### src/ucs_pkg.sv
package ucs_pkg;

    localparam logic [7:0] ADDR_MUTE_HI   = 8'h05;
    localparam logic [7:0] ADDR_MUTE_LO   = 8'h06;
    localparam logic [7:0] ADDR_IO_SLEW   = 8'h07;
    localparam logic [7:0] ADDR_CLK_SLEW  = 8'h08;
    localparam logic [7:0] ADDR_SYNC_CTRL = 8'h09;
    localparam logic [7:0] ADDR_CAPTURE0  = 8'h0A;
    localparam logic [7:0] ADDR_CAPTURE1  = 8'h0B;
    localparam logic [7:0] ADDR_CAPTURE2  = 8'h0C;
    localparam logic [7:0] ADDR_CAPTURE3  = 8'h0D;

    localparam logic [7:0]  RST_MUTE_HI   = 8'hA4;
    localparam logic [7:0]  RST_MUTE_LO   = 8'h74;
    localparam logic [7:0]  RST_IO_SLEW   = 8'h80;
    localparam logic [7:0]  RST_CLK_SLEW  = 8'hA0;
    localparam logic [7:0]  RST_SYNC_CTRL = 8'h76;
    localparam logic [31:0] RST_CAPTURE   = 32'h0000_0000;
    localparam logic [7:0]  RDATA_NONE    = 8'h00;

    localparam int IO_RISE_MSB  = 7;
    localparam int IO_RISE_LSB  = 5;
    localparam int IO_FALL_MSB  = 4;
    localparam int IO_FALL_LSB  = 3;
    localparam int CLK_SLEW_MSB = 7;
    localparam int CLK_SLEW_LSB = 4;

    localparam int CTRL_CARD_TYPE  = 7;
    localparam int CTRL_ACT_MANUAL = 6;
    localparam int CTRL_AUX1       = 5;
    localparam int CTRL_AUX2       = 4;
    localparam int CTRL_RST_LEVEL  = 3;
    localparam int CTRL_CLK_GATE   = 2;
    localparam int CTRL_EDGE       = 1;
    localparam int CTRL_START      = 0;

    localparam int STATIC_LOW_BIT  = 1;
    localparam int STATIC_HIGH_BIT = 0;

    localparam int          ANSWER_BITS = 32;
    localparam logic [5:0]  CNT_ZERO    = 6'h00;
    localparam logic [5:0]  CNT_ONE     = 6'h01;
    localparam logic [5:0]  CNT_LAST    = 6'h1F;

    typedef enum logic [1:0] {
        ST_IDLE   = 2'b00,
        ST_ANSWER = 2'b01,
        ST_RUN    = 2'b10
    } ucs_state_e;

    typedef struct packed {
        ucs_state_e  state;
        logic [7:0]  mute_hi;
        logic [7:0]  mute_lo;
        logic [7:0]  io_slew;
        logic [7:0]  clk_slew;
        logic [7:0]  ctrl;
        logic [31:0] capture;
        logic [5:0]  bit_cnt;
        logic        src_s1;
        logic        src_s2;
        logic        src_prev;
        logic        io_s1;
        logic        io_s2;
        logic        card_clk;
        logic        card_rst;
        logic        aux1_oe_n;
        logic        aux2_oe_n;
        logic        active;
        logic [7:0]  rdata;
    } ucs_state_s;

endpackage : ucs_pkg

### src/ucs_sync_ctrl.sv
`timescale 1ns/10ps
module ucs_sync_ctrl
    import ucs_pkg::*;
(
    input  wire logic        clk_i,
    input  wire logic        rstn_i,
    input  wire logic [7:0]  reg_addr_i,
    input  wire logic        reg_wr_i,
    input  wire logic [7:0]  reg_wdata_i,
    input  wire logic        reg_rd_i,
    input  wire logic [1:0]  clk_static_sel_i,
    input  wire logic        async_mode_i,
    input  wire logic        auto_deact_i,
    input  wire logic        card_source_clock_i,
    input  wire logic        user_card_io_line_i,
    output logic      [7:0]  reg_rdata_o,
    output logic      [15:0] mute_timeout_o,
    output logic      [2:0]  io_rise_setting_o,
    output logic      [1:0]  io_fall_setting_o,
    output logic      [3:0]  card_clock_slew_o,
    output logic             user_card_clock_out_o,
    output logic             user_card_reset_out_o,
    output logic             aux1_out_o,
    output logic             aux1_oe_n_o,
    output logic             aux2_out_o,
    output logic             aux2_oe_n_o,
    output logic             interface_active_o
);

    ucs_state_s q;
    ucs_state_s d;

    logic src_rise;
    logic src_fall;
    logic sample_now;
    logic static_level;
    logic start_write;
    logic start_wdata;

    always_comb
    begin
        d = q;
        // only the stages after the first feed logic; the first stage may be metastable
        d.src_s1   = card_source_clock_i;
        d.src_s2   = q.src_s1;
        d.src_prev = q.src_s2;
        d.io_s1    = user_card_io_line_i;
        d.io_s2    = q.io_s1;

        src_rise    = q.src_s2 & ~q.src_prev;
        src_fall    = ~q.src_s2 & q.src_prev;
        sample_now  = q.ctrl[CTRL_EDGE] ? src_rise : src_fall;
        start_write = reg_wr_i && (reg_addr_i == ADDR_SYNC_CTRL);
        start_wdata = reg_wdata_i[CTRL_START];

        if (reg_wr_i)
        begin
            unique case (reg_addr_i)
                ADDR_MUTE_HI:   d.mute_hi  = reg_wdata_i;
                ADDR_MUTE_LO:   d.mute_lo  = reg_wdata_i;
                ADDR_IO_SLEW:   d.io_slew  = reg_wdata_i;
                ADDR_CLK_SLEW:  d.clk_slew = reg_wdata_i;
                ADDR_SYNC_CTRL: d.ctrl     = reg_wdata_i;
                default:        d.ctrl     = q.ctrl;
            endcase
        end

        // the card clock static level, low request taking precedence
        static_level = clk_static_sel_i[STATIC_LOW_BIT] ? 1'b0
                     : clk_static_sel_i[STATIC_HIGH_BIT];

        unique case (q.state)
            ST_IDLE:
            begin
                d.active   = 1'b0;
                d.card_clk = 1'b0;
                d.card_rst = 1'b0;
                d.bit_cnt  = CNT_ZERO;
                // a start while asynchronous operation owns the slot is ignored
                if (start_write && start_wdata && !async_mode_i)
                begin
                    d.active = 1'b1;
                    if (!reg_wdata_i[CTRL_ACT_MANUAL] && !reg_wdata_i[CTRL_CARD_TYPE])
                    begin
                        d.state    = ST_ANSWER;
                        d.card_rst = 1'b1;
                        d.capture  = RST_CAPTURE;
                    end
                    else
                    begin
                        d.state = ST_RUN;
                    end
                end
            end
            ST_ANSWER:
            begin
                // card clock starts low and only follows real source edges, so the
                // card never sees a runt rise on entry and shifts no bit unsampled
                if (src_rise)
                begin
                    d.card_clk = 1'b1;
                end
                else if (src_fall)
                begin
                    d.card_clk = 1'b0;
                end
                if (sample_now)
                begin
                    d.capture[q.bit_cnt[4:0]] = q.io_s2;
                    d.bit_cnt = q.bit_cnt + CNT_ONE;
                    if (q.bit_cnt == CNT_LAST)
                    begin
                        d.state    = ST_RUN;
                        d.card_rst = 1'b0;
                        d.ctrl[CTRL_RST_LEVEL] = 1'b0;
                    end
                end
            end
            ST_RUN:
            begin
                d.card_rst = q.ctrl[CTRL_RST_LEVEL];
                d.card_clk = q.ctrl[CTRL_CLK_GATE] ? q.src_s2 : static_level;
            end
            default:
            begin
                d.state = ST_IDLE;
            end
        endcase

        // clearing start or an automatic shutdown both end the session
        if (q.state != ST_IDLE)
        begin
            if ((start_write && !start_wdata) || auto_deact_i)
            begin
                d.state    = ST_IDLE;
                d.active   = 1'b0;
                d.card_clk = 1'b0;
                d.card_rst = 1'b0;
            end
            if (auto_deact_i)
            begin
                d.ctrl[CTRL_START] = 1'b0;
            end
        end

        // aux contacts are open drain: only a low is ever driven
        d.aux1_oe_n = ~(d.active & ~d.ctrl[CTRL_AUX1]);
        d.aux2_oe_n = ~(d.active & ~d.ctrl[CTRL_AUX2]);

        d.rdata = q.rdata;
        if (reg_rd_i)
        begin
            unique case (reg_addr_i)
                ADDR_MUTE_HI:   d.rdata = q.mute_hi;
                ADDR_MUTE_LO:   d.rdata = q.mute_lo;
                ADDR_IO_SLEW:   d.rdata = {q.io_slew[IO_RISE_MSB:IO_FALL_LSB], 3'b000};
                ADDR_CLK_SLEW:  d.rdata = {q.clk_slew[CLK_SLEW_MSB:CLK_SLEW_LSB], 4'h0};
                ADDR_SYNC_CTRL: d.rdata = q.ctrl;
                ADDR_CAPTURE0:  d.rdata = q.capture[7:0];
                ADDR_CAPTURE1:  d.rdata = q.capture[15:8];
                ADDR_CAPTURE2:  d.rdata = q.capture[23:16];
                ADDR_CAPTURE3:  d.rdata = q.capture[31:24];
                default:        d.rdata = RDATA_NONE;
            endcase
        end
    end

    always_ff @(posedge clk_i or negedge rstn_i)
    begin
        if (!rstn_i)
        begin
            q           <= '0;
            q.state     <= ST_IDLE;
            q.mute_hi   <= RST_MUTE_HI;
            q.mute_lo   <= RST_MUTE_LO;
            q.io_slew   <= RST_IO_SLEW;
            q.clk_slew  <= RST_CLK_SLEW;
            q.ctrl      <= RST_SYNC_CTRL;
            q.capture   <= RST_CAPTURE;
            q.aux1_oe_n <= 1'b1;
            q.aux2_oe_n <= 1'b1;
        end
        else
        begin
            q <= d;
        end
    end

    assign reg_rdata_o           = q.rdata;
    assign mute_timeout_o        = {q.mute_hi, q.mute_lo};
    assign io_rise_setting_o     = q.io_slew[IO_RISE_MSB:IO_RISE_LSB];
    assign io_fall_setting_o     = q.io_slew[IO_FALL_MSB:IO_FALL_LSB];
    assign card_clock_slew_o     = q.clk_slew[CLK_SLEW_MSB:CLK_SLEW_LSB];
    assign user_card_clock_out_o = q.card_clk;
    assign user_card_reset_out_o = q.card_rst;
    assign aux1_out_o            = 1'b0;
    assign aux1_oe_n_o           = q.aux1_oe_n;
    assign aux2_out_o            = 1'b0;
    assign aux2_oe_n_o           = q.aux2_oe_n;
    assign interface_active_o    = q.active;

endmodule : ucs_sync_ctrl

### config.mk
export PLATFORM = sky130hd
export DESIGN_NAME = ucs_sync_ctrl
export DESIGN_NICKNAME = d
export VERILOG_FILES = /design/src/ucs_pkg.sv /design/src/ucs_sync_ctrl.sv
export SDC_FILE = /design/constraint.sdc
export NUM_CORES = 1
export LEC_CHECK = 0
export BUFFER_PORTS_ARGS = -buffer_cell sky130_fd_sc_hd__buf_4
export CAP_MARGIN = 20
export CORE_ASPECT_RATIO = 0.75
export CORE_MARGIN = 4
export CORE_UTILIZATION = 60
export CTS_BUF_LIST = sky130_fd_sc_hd__clkbuf_2 sky130_fd_sc_hd__clkbuf_4 sky130_fd_sc_hd__clkbuf_8
export CTS_CLUSTER_SIZE = 10
export DETAILED_ROUTE_END_ITERATION = 6
export GPL_TIMING_DRIVEN = 1
export PLACE_DENSITY = 0.86
export SYNTH_ARGS = -nofsm -noshare
export SYNTH_HDL_FRONTEND = slang
export SYNTH_SLANG_ARGS = --single-unit
### constraint.sdc
create_clock -name clk_i -period 2.4 [get_ports clk_i]
set_clock_uncertainty 0.15 [all_clocks]
set_input_delay 0.48 -clock clk_i [delete_from_list [all_inputs] [get_ports clk_i]]
set_output_delay 0.48 -clock clk_i [all_outputs]
set_load 0.02 [all_outputs]
-- Word level (Yosys, flattened, before mapping)
Index checks and enable logic that the tools add are counted.
- flip-flop bits (word level): 98
- input port bits: 26
- output and inout bits: 40
- logic and storage cells: 107
- $add $sub $neg: 1
- magnitude comparators: 2
- equal/unequal tests: 15
- mux-type cells: 38
- bitwise operators: 10
- reductions and logical operators: 21
- operator list (kind ; count):
    $pmux 38 s2 ; 1
    $pmux 8 s9 ; 1
    $mux 32 ; 2
    $eq 8x4->1 const B ; 6
    $mux 38 ; 1
    $bwmux 32 ; 1
    $eq 8x3->1 const B ; 3
    $mux 1 ; 19
    $mux 2 ; 8
    $mux 6 ; 2
    $pmux 2 s3 ; 2
    $reduce_and 2->1 ; 6
    $add 6x1->6 const B ; 1
    $eq 6x5->1 const B ; 1
    $logic_and 1x1->1 ; 6
    $lt 5x6->1 const B ; 1
    $ne 2x2->1 const B ; 3
    $not 1->1 ; 6
    $demux 1 s5 ; 1
    $ge 5x1->1 const B ; 1
    $and 1x1->1 ; 4
    $logic_not 1->1 ; 4
    $reduce_and 4->1 ; 1
    $reduce_bool 2->1 ; 2
    4 further kinds ; 4

-- Depth between registers and ports, before layout
Gate-level depths: netlist of the first run.
- depth in word-level cells: 10
- gate-level depth with buffers: 7
- depth with buffers taken out: 6

-- Worst setup path after synthesis of the first run
Ideal clock, no wire load.
- path type: input to register
- start: in reg_addr_i[5]
- end: reg q (netlist bit io_fall_setting_o[0])
- library setup time: 0.128 ns
- arrival time: 1.864 ns
- data required time: 2.122 ns
- path slack: 0.259 ns
- stages: 6
- buffers on the path: 2
- path through: nor4_2 > and2_1 > buf_2 > and4_1 > buf_2 > mux2_1
- word-level cells in the longest chain between the ends: 2
- RTL lines (item ; RTL line ; source):
    start: declaration ; ucs_sync_ctrl.sv:7 ; input wire logic [7:0] reg_addr_i,
    $eq 8x3->1 ; ucs_sync_ctrl.sv:58 ; unique case (reg_addr_i)
    $reduce_and 2->1 (no line) ; n/a ;
    end: declaration ; ucs_sync_ctrl.sv:30 ; ucs_state_s q;
No other way between the ends.
A chain may end at the register's enable or synchronous reset.

-- Worst setup path in the final report of the first run
- start: reg q (netlist bit d[15])
- end: reg q[36] in the netlist's numbering
- word-level cells in the longest chain between the ends: 5
- elaborated cells on any way between the ends: 6
- classes of those cells: eq/ne: 1; mux: 1; bitwise: 3; reduce/logical: 1
- RTL lines (item ; RTL line ; source):
    $not 1->1 ; ucs_sync_ctrl.sv:51 ; src_fall = ~q.src_s2 & q.src_prev;
    $and 1x1->1 ; ucs_sync_ctrl.sv:51 ;
    $mux 1 (*) ; ucs_sync_ctrl.sv:52 ; sample_now = q.ctrl[CTRL_EDGE] ? src_rise : src_fall;
    $ne 2x2->1 (no line) (*) ; n/a ;
    $reduce_and 4->1 (no line) (*) ; n/a ;
Every way passes the cells marked *; elsewhere a longest branch is shown, timed or not.

==> summary.txt, run 1 <==
Route
  – Drt first pass iters: 6
  – Via/cell ratio: ~6.5
  – Wirelength, routed: around 13000 um
  – # DRC: 0
  – Final ANT Viol Nets: 0
  – Drt wl/cell: around 21 um
  – DR iter-0 viols: between 400 and 500
  – Routed vias: around 4100

Timing
  – Fin. Hold Viols: 0
  – Post-route minimum period: approximately 2100 ps
  – Slew margin rel.: between 60% and 70%
  – Post-route clock period utilization: about nine tenths
  – Setup ws final: 275 ps
  – Unrepaired setup endpoints after global routing: no
  – Pins Over Slew Limit: 0
  – Setup TNS: 0 ps
  – Max Fclk: around 470 MHz
  – Slew @ Worst Pin: about 530 ps
  – # setup viols final: 0

Place
  – Detailed placer's ending HPWL: slightly below 10000 um
  – GP Congestion: about 1
  – Pre-CTS setup slack: 64.3 ps
  – IO Port Bufs: 63

Floorplanning
  – Initial Util: a little over three fifths
  – I/O pin count: 66
  – Die X: 113 um
  – Core area: ~8000 um^2
  – Cell row count: 28
  – Die boundary height: roughly 87 um
  – Full die area: between 9000 and 10000 um^2

Setup path
  – Setup CP Type: flop to flop
  – Worst EP required: roughly 2500 ps
  – Worst Path Arrival: around 2200 ps
  – CP startpoint kind: flop
  – Worst setup EP type: flop
  – Critical path peak fanout: 32

Synth
  – Count leader, synth: dfrtp_1
  – Synth top area share: 37.1%
  – Syn Inst Count: between 400 and 500
  – Post-synthesis mux area share: about an eighth
  – Synth Area in Compound Gates: a little under a fifth
  – EDFF count, synth: 0
  – Post-synth cell types: 66
  – Largest family of logic cells by synthesized area: compound AO/OA/AOI/OAI gates
  – Synth area leaders: dfrtp_1 (37%), dfstp_2 (9.0%), o21ai_1 (6.4%)
  – Post-synth top area cell: dfrtp_1
  – Simple-Gate Fraction of Synth Area: 13.5%
  – Synthesized area per cell: 10.2 um^2
  – Ys flop type: dfrtp_1
  – Flops & latches, synth: 91
  – Sequential share of the synthesized area: approximately 46%
  – Post-Synth XOR/XNOR Area: less than 1%
  – Synth Area in Adders: ~1.0%
  – Synth async-reset ratio: between 90% and 100%
  – Synth cell count leaders: dfrtp_1 (74), o21ai_1 (64), a21oi_1 (40)
  – Synth Cell Area: 4990 um^2
  – Synth Warn #: 0

Clock tree
  – TritonCTS clock tree: built
  – H-tree lvl count: 3
  – CTS Root Cell: clkbuf_8
  – CTS clk-pin slew, worst paths: approximately 90 ps
  – Postcts setup bufs: 0
  – CTS buffer count: 9
  – Clock latency on the worst-skew pair: ~380 ps
  – Clock Path Buffers: 2
  – CTS sink count: a little over 90

Cells and area
  – Final core occ: a little over two thirds
  – Area of the multi-input gates: about 2300 um^2
  – Area growth from synthesis to layout: 13.1%
  – Filler Cell Count: between 500 and 600
  – Final nets: around 560
  – Antenna fix cells: 0
  – FF+latch area: ~2300 um^2
  – Share of cells above drive strength 1: about a third

Min path
  – Worst Hold Class: input pin to flop

Global route
  – Largest net degree at the start of global routing: 61
  – GRT Util Overall: roughly 28%
  – First-pass GRT wire length: 21300 um
  – Grt ovf: 0
  – Initial antenna violation count: 0
  – Vias in the first global route: approximately 4000

Job
  – Max cap viols: 0

Run status
  – Status: finished, final reports clean

Power and ir drop
  – Worst vdd ir: 478 uV
  – Leakage: about 2.4 nW
  – Pwr dens: ~540 nW/um^2
-- repair_timing --
| action | 4_1_cts | 5_1_grt |
|---|---|---|
| resized for setup | 0 | 0 |
| hold endpoints to repair | 28 | 0 |
| hold buffers | 1 | 0 |
| setup endpoints to repair | 0 | 0 |
-- final timing paths --
path	cells after the start	endpoint	start	slack, ps
max in group asynchronous	3	mute_timeout_o[15]	rstn_i	980
worst min register to register	0	q[13]	d[13]	210
worst max register to register	7	q[36]	d[15]	280
min in group asynchronous	2	q[13]	rstn_i	410
worst min-delay path	1	d[13]	user_card_io_line_i	60
worst max-delay path	7	q[36]	d[15]	280
-- state kept, by name, summed over array words and instances (netlist names) --
| register | count |
|---|---|
| q | 50 |
| mute_timeout_o | 16 |
| io_fall_setting_o | 2 |
| aux1_oe_n_o | 1 |
| reg_rdata_o | 8 |
| aux2_oe_n_o | 1 |
| card_clock_slew_o | 4 |
| user_card_reset_out_o | 1 |
| interface_active_o | 1 |
| d | 3 |
| user_card_clock_out_o | 1 |
| io_rise_setting_o | 3 |
-- layout make-up --
type                            instances  share of cell area, %
Clock buffer                           13                   3.06
Clock inverter                          3                  0.798
Inverter                                8                  0.532
Multi-Input combinational cell        326                   40.1
Sequential cell                        91                   40.7
Tap cell                              105                   2.33
Timing Repair Buffer                   90                   12.5
-- per-stage QoR --
step / hold WS [ps] / instances / power (W) / area [um^2]
6_report: 60.9 / 636 / 0.00306 / 5640
5_1_grt: 39.5 / 636 / 0.00317 / 5640
4_1_cts: 54.8 / 636 / 0.00307 / 5640
3_5_place_dp: 193 / 619 / 0.00196 / 5420
3_3_place_gp: 186 / 619 / 0.00195 / 5420
2_1_floorplan: 34.4 / 488 / 0.00182 / 4990
-- cells by family (layout without fill, tap and decap cells) --
family / Yosys count / after routing
other cells: 1 / 2
flops: 91 / 91
xor+xnor: 2 / 2
fa+ha+maj: 4 / 4
mux: 52 / 52
simple gates: 113 / 113
compound gates: 153 / 153
buf+inv: 71 / 114
-- power breakdown --
| part | switching, W | leakage (nW) | internal [W] |
|---|---|---|---|
| combinational | 0.000177 | 1.29 | 0.000137 |
| sequential | 0.0000396 | 1.03 | 0.00159 |
| clock | 0.000545 | 0.105 | 0.000578 |
| total | 0.000762 | 2.42 | 0.00230 |
-- worst max-delay path: stages, from the launching register on --
cell and delay (ps):
dfrtp_1 430, or3b_4 450, a21oi_2 230, buf_4 160
o22ai_2 80, buf_12 190, o21ai_1 190, o21ai_1 100
-- metal layers --
| layer | up-vias | GRT usage [%] | share of wire, % |
|---|---|---|---|
| li1 | 1814 | - | - |
| met1 | 2055 | 38.6 | 41 |
| met2 | 238 | 43.2 | 46 |
| met3 | 29 | 8.33 | 10 |
| met4 | 0 | 10.7 | 2.3 |
| met5 | - | 0 | 0 |
-- placed cells by master (no fill, tap or decap), types with 3 or more instances in the layout --
master,synthesis,routed
inv_1,7,7
clkbuf_8,0,12
a31oi_1,5,5
ha_1,4,4
o32ai_1,3,3
o21ai_0,9,9
mux2_1,12,12
mux2_2,28,28
nor3_1,6,6
o2bb2ai_1,5,5
a32o_1,3,3
nand3_1,8,8
nor2_1,17,17
a211oi_1,3,3
o21ai_1,64,64
nand2b_1,6,6
and3_1,3,3
dfrtp_1,74,74
nand2_1,25,25
a21oi_1,40,40
a22oi_1,5,5
nand4_1,8,8
nand3b_1,4,4
nor2b_1,7,7
mux2i_1,11,11
buf_4,36,87
dfstp_2,17,17
and2_1,5,5
Note: power is estimated with default switching activity, not from simulation.
==> inputs of run 2 (changes only) <==
- CORE_UTILIZATION: 60 -> 58
- CTS_BUF_LIST: sky130_fd_sc_hd__clkbuf_2 sky130_fd_sc_hd__clkbuf_4 sky130_fd_sc_hd__clkbuf_8 -> default
- PLACE_DENSITY: 0.86 -> 0.84
==> run 2 against run 1 <==
Compared with the run above:
- combinational power is essentially flat
- register-to-register slack lost 40 ps
- critical path type unchanged
- utilization shrank 2.9 points
- largest cell class unchanged
- maximum frequency shrank 2.0%
==> summary.txt, run 2 (synthesized netlist as in run 1, its figures left out) <==
Run status
  – Status: finished, final reports clean

Route
  – # DRC: 0 (unchanged)
  – Wirelength, routed: 13500 um (+0.72%)
  – DR iter-0 viols: 424 (+5.0%)
  – Via/cell ratio: 6.42 (-1.3%)
  – Final ANT Viol Nets: 0 (unchanged)
  – Drt wl/cell: 21.2 um (+0.72%)
  – Drt first pass iters: 5 (-1)
  – Routed vias: 4083 (-1.3%)

Timing
  – Post-route clock period utilization: 90.4% (+1.8 points)
  – Post-route minimum period: 2170 ps (+44.2 ps)
  – Fin. Hold Viols: 0 (unchanged)
  – Slew margin rel.: 60.3% (-4.3 points)
  – Max Fclk: 461 MHz (-2.0%)
  – # setup viols final: 0 (unchanged)
  – Pins Over Slew Limit: 0 (unchanged)
  – Setup TNS: 0 ps (unchanged)
  – Setup ws final: 231 ps (-44.2 ps)
  – Unrepaired setup endpoints after global routing: no
  – Slew @ Worst Pin: 596 ps (+65.1 ps)

Setup path
  – Worst path cell trace: or2_1, nor3_1, o22ai_2, buf_12, o21ai_1, o21ai_1
  – FF-to-FF setup slack: 230 ps (-40 ps)
  – Crit-path max cell delay: 550 ps (+100 ps)
  – Critical path buffers and inverters: 1 (-1)
  – Worst setup EP type: flop
  – Worst Path Arrival: 2240 ps (about the same)
  – Most frequent cell on the critical path: o21ai_1
  – Crit path max-delay family: simple AND/OR/NAND/NOR gates
  – Crit-path slowest cell: dfrtp_1
  – Worst reg2reg path depth: 6 (-1)
  – Reg-to-Reg Start: q[96]
  – Critical path peak fanout: 32 (unchanged)
  – R2r endpoint: q[27]
  – Setup CP Type: flop to flop
  – Worst EP required: 2470 ps (-30 ps)
  – CP startpoint kind: flop

Global route
  – Grt ovf: 0 (unchanged)
  – Vias in the first global route: 3952 (-2.2%)
  – Initial antenna violation count: 0 (unchanged)
  – First-pass GRT wire length: 21300 um (about the same)
  – GRT Util Overall: 27.5% (-0.82 points)
  – Largest net degree at the start of global routing: 45 (-26%)

Floorplanning
  – Die X: 115 um (+1.6%)
  – Core area: 8420 um^2 (+5.4%)
  – Cell row count: 29 (+3.6%)
  – I/O pin count: 66 (unchanged)
  – Full die area: 10200 um^2 (+3.2%)
  – Die boundary height: 88.3 um (+1.6%)
  – Initial Util: 59.3% (-3.2 points)

Power and ir drop
  – Pwr dens: 587 nW/um^2 (+8.0%)
  – Leakage: 2.45 nW (+0.86%)
  – Worst vdd ir: 499 uV (+4.3%)

Clock tree
  – CTS sink count: 91 (unchanged)
  – Postcts setup bufs: 0 (unchanged)
  – CTS clk-pin slew, worst paths: 70 ps (-20 ps)
  – H-tree lvl count: 3 (unchanged)
  – Hold Buf Count CTS: 1 (unchanged)
  – CTS buffer count: 9 (unchanged)
  – Clock Path Buffers: 2 (unchanged)
  – Cts repair resizes: 0 (unchanged)
  – CTS Root Cell: clkbuf_16
  – Clock latency on the worst-skew pair: 350 ps (-30 ps)
  – TritonCTS clock tree: built

Place
  – Dpl cells: 619 (unchanged)
  – Post-place instance area: 5400 um^2 (-0.35%)
  – Pre-CTS setup slack: 51.4 ps (-12.8 ps)
  – GP Congestion: 0.951 (-2.5%)
  – Detailed placer's ending HPWL: 9430 um (-1.7%)
  – IO Port Bufs: 63 (unchanged)

Job
  – Max cap viols: 0 (unchanged)

Cells and area
  – Area growth from synthesis to layout: 14.3%
  – Number of flip-flops under the largest register name: 50 (unchanged)
  – Antenna fix cells: 0 (unchanged)
  – Share of cells above drive strength 1: 31.3% (-0.39 points)
  – FF+latch area: 2300 um^2 (unchanged)
  – Most frequent cells in the layout: buf_4 (84), dfrtp_1 (74), o21ai_1 (64), a21oi_1 (40), mux2_2 (28)
  – Area of the multi-input gates: 2260 um^2 (unchanged)
  – Filler Cell Count: 621 (+4.9%)
  – Finished Layout Cells: 636 (unchanged)
  – Most flop-heavy register: q
  – Design area: 5700 um^2 (+1.1%)
  – Final nets: 553 (-0.54%)
  – Commonest non-fill, non-tap cell in the layout: buf_4

Min path
  – Hold Path Stages: 1 (unchanged)
  – Hold Startpoint: card_source_clock_i
  – Hold path endpoint: d[16]
  – Worst Hold Class: input pin to flop
==> run 2: cell count changes in the layout (fill, tap and decap cells not counted) <==
cell       delta
buf_4         -3
bufinv_16     -1
clkbuf_16    +10
clkbuf_4      -1
clkbuf_8     -12
clkinv_2      +1
clkinv_4      +1
inv_6         +2
==> run 2: area by class of cell <==
cell class / instances / share of cell area (%)
Sequential cell: 91 / 40.3
Clock inverter: 6 / 0.812
Tap cell: 108 / 2.37
Clock buffer: 10 / 4.39
Timing Repair Buffer: 87 / 11.9
Inverter: 8 / 0.527
Multi-Input combinational cell: 326 / 39.7
==> run 2: per-layer routing <==
layer | wire [um] | vias to the layer above | GRT usage [%]
met5 | 0 | - | 0
met4 | 314 | 0 | 10.3
met3 | 1360 | 33 | 8.07
met2 | 6200 | 248 | 41.9
met1 | 5630 | 1989 | 37.7
li1 | - | 1813 | -
==> run 2: how the worst max path moves through the flow <==
stage | start | endpoint | cells after the start
3_5_place_dp | reg_addr_i[5] | q[48] | 7
6_report | q[96] | q[27] | 6
5_1_grt | q[96] | q[24] | 6
3_3_place_gp | reg_addr_i[5] | io_rise_setting_o[1] | 6
2_1_floorplan | reg_addr_i[5] | io_fall_setting_o[0] | 6
4_1_cts | q[96] | q[27] | 6
==> run 2: where the power goes <==
| part | switching [W] | internal (W) |
|---|---|---|
| logic | 0.000177 | 0.000136 |
| registers | 0.0000384 | 0.00159 |
| clock network | 0.000633 | 0.000772 |
| total | 0.000848 | 0.00250 |
==> run 2: through the flow <==
step	utilization (%)	hold WS (ps)	total power, W
final	67.7	82.7	0.00335
after global routing	67.7	79.0	0.00345
after CTS	67.7	82.4	0.00335
after detailed placement	64.1	205	0.00196
after global placement	64.1	190	0.00195
after floorplan	-	34.4	0.00182
==> run 2: worst register-to-register path: stages, from the launching register on <==
cell and delay [ps]:
dfrtp_1 550, or2_1 390, nor3_1 310, o22ai_2 170, buf_12 190, o21ai_1 170
o21ai_1 110
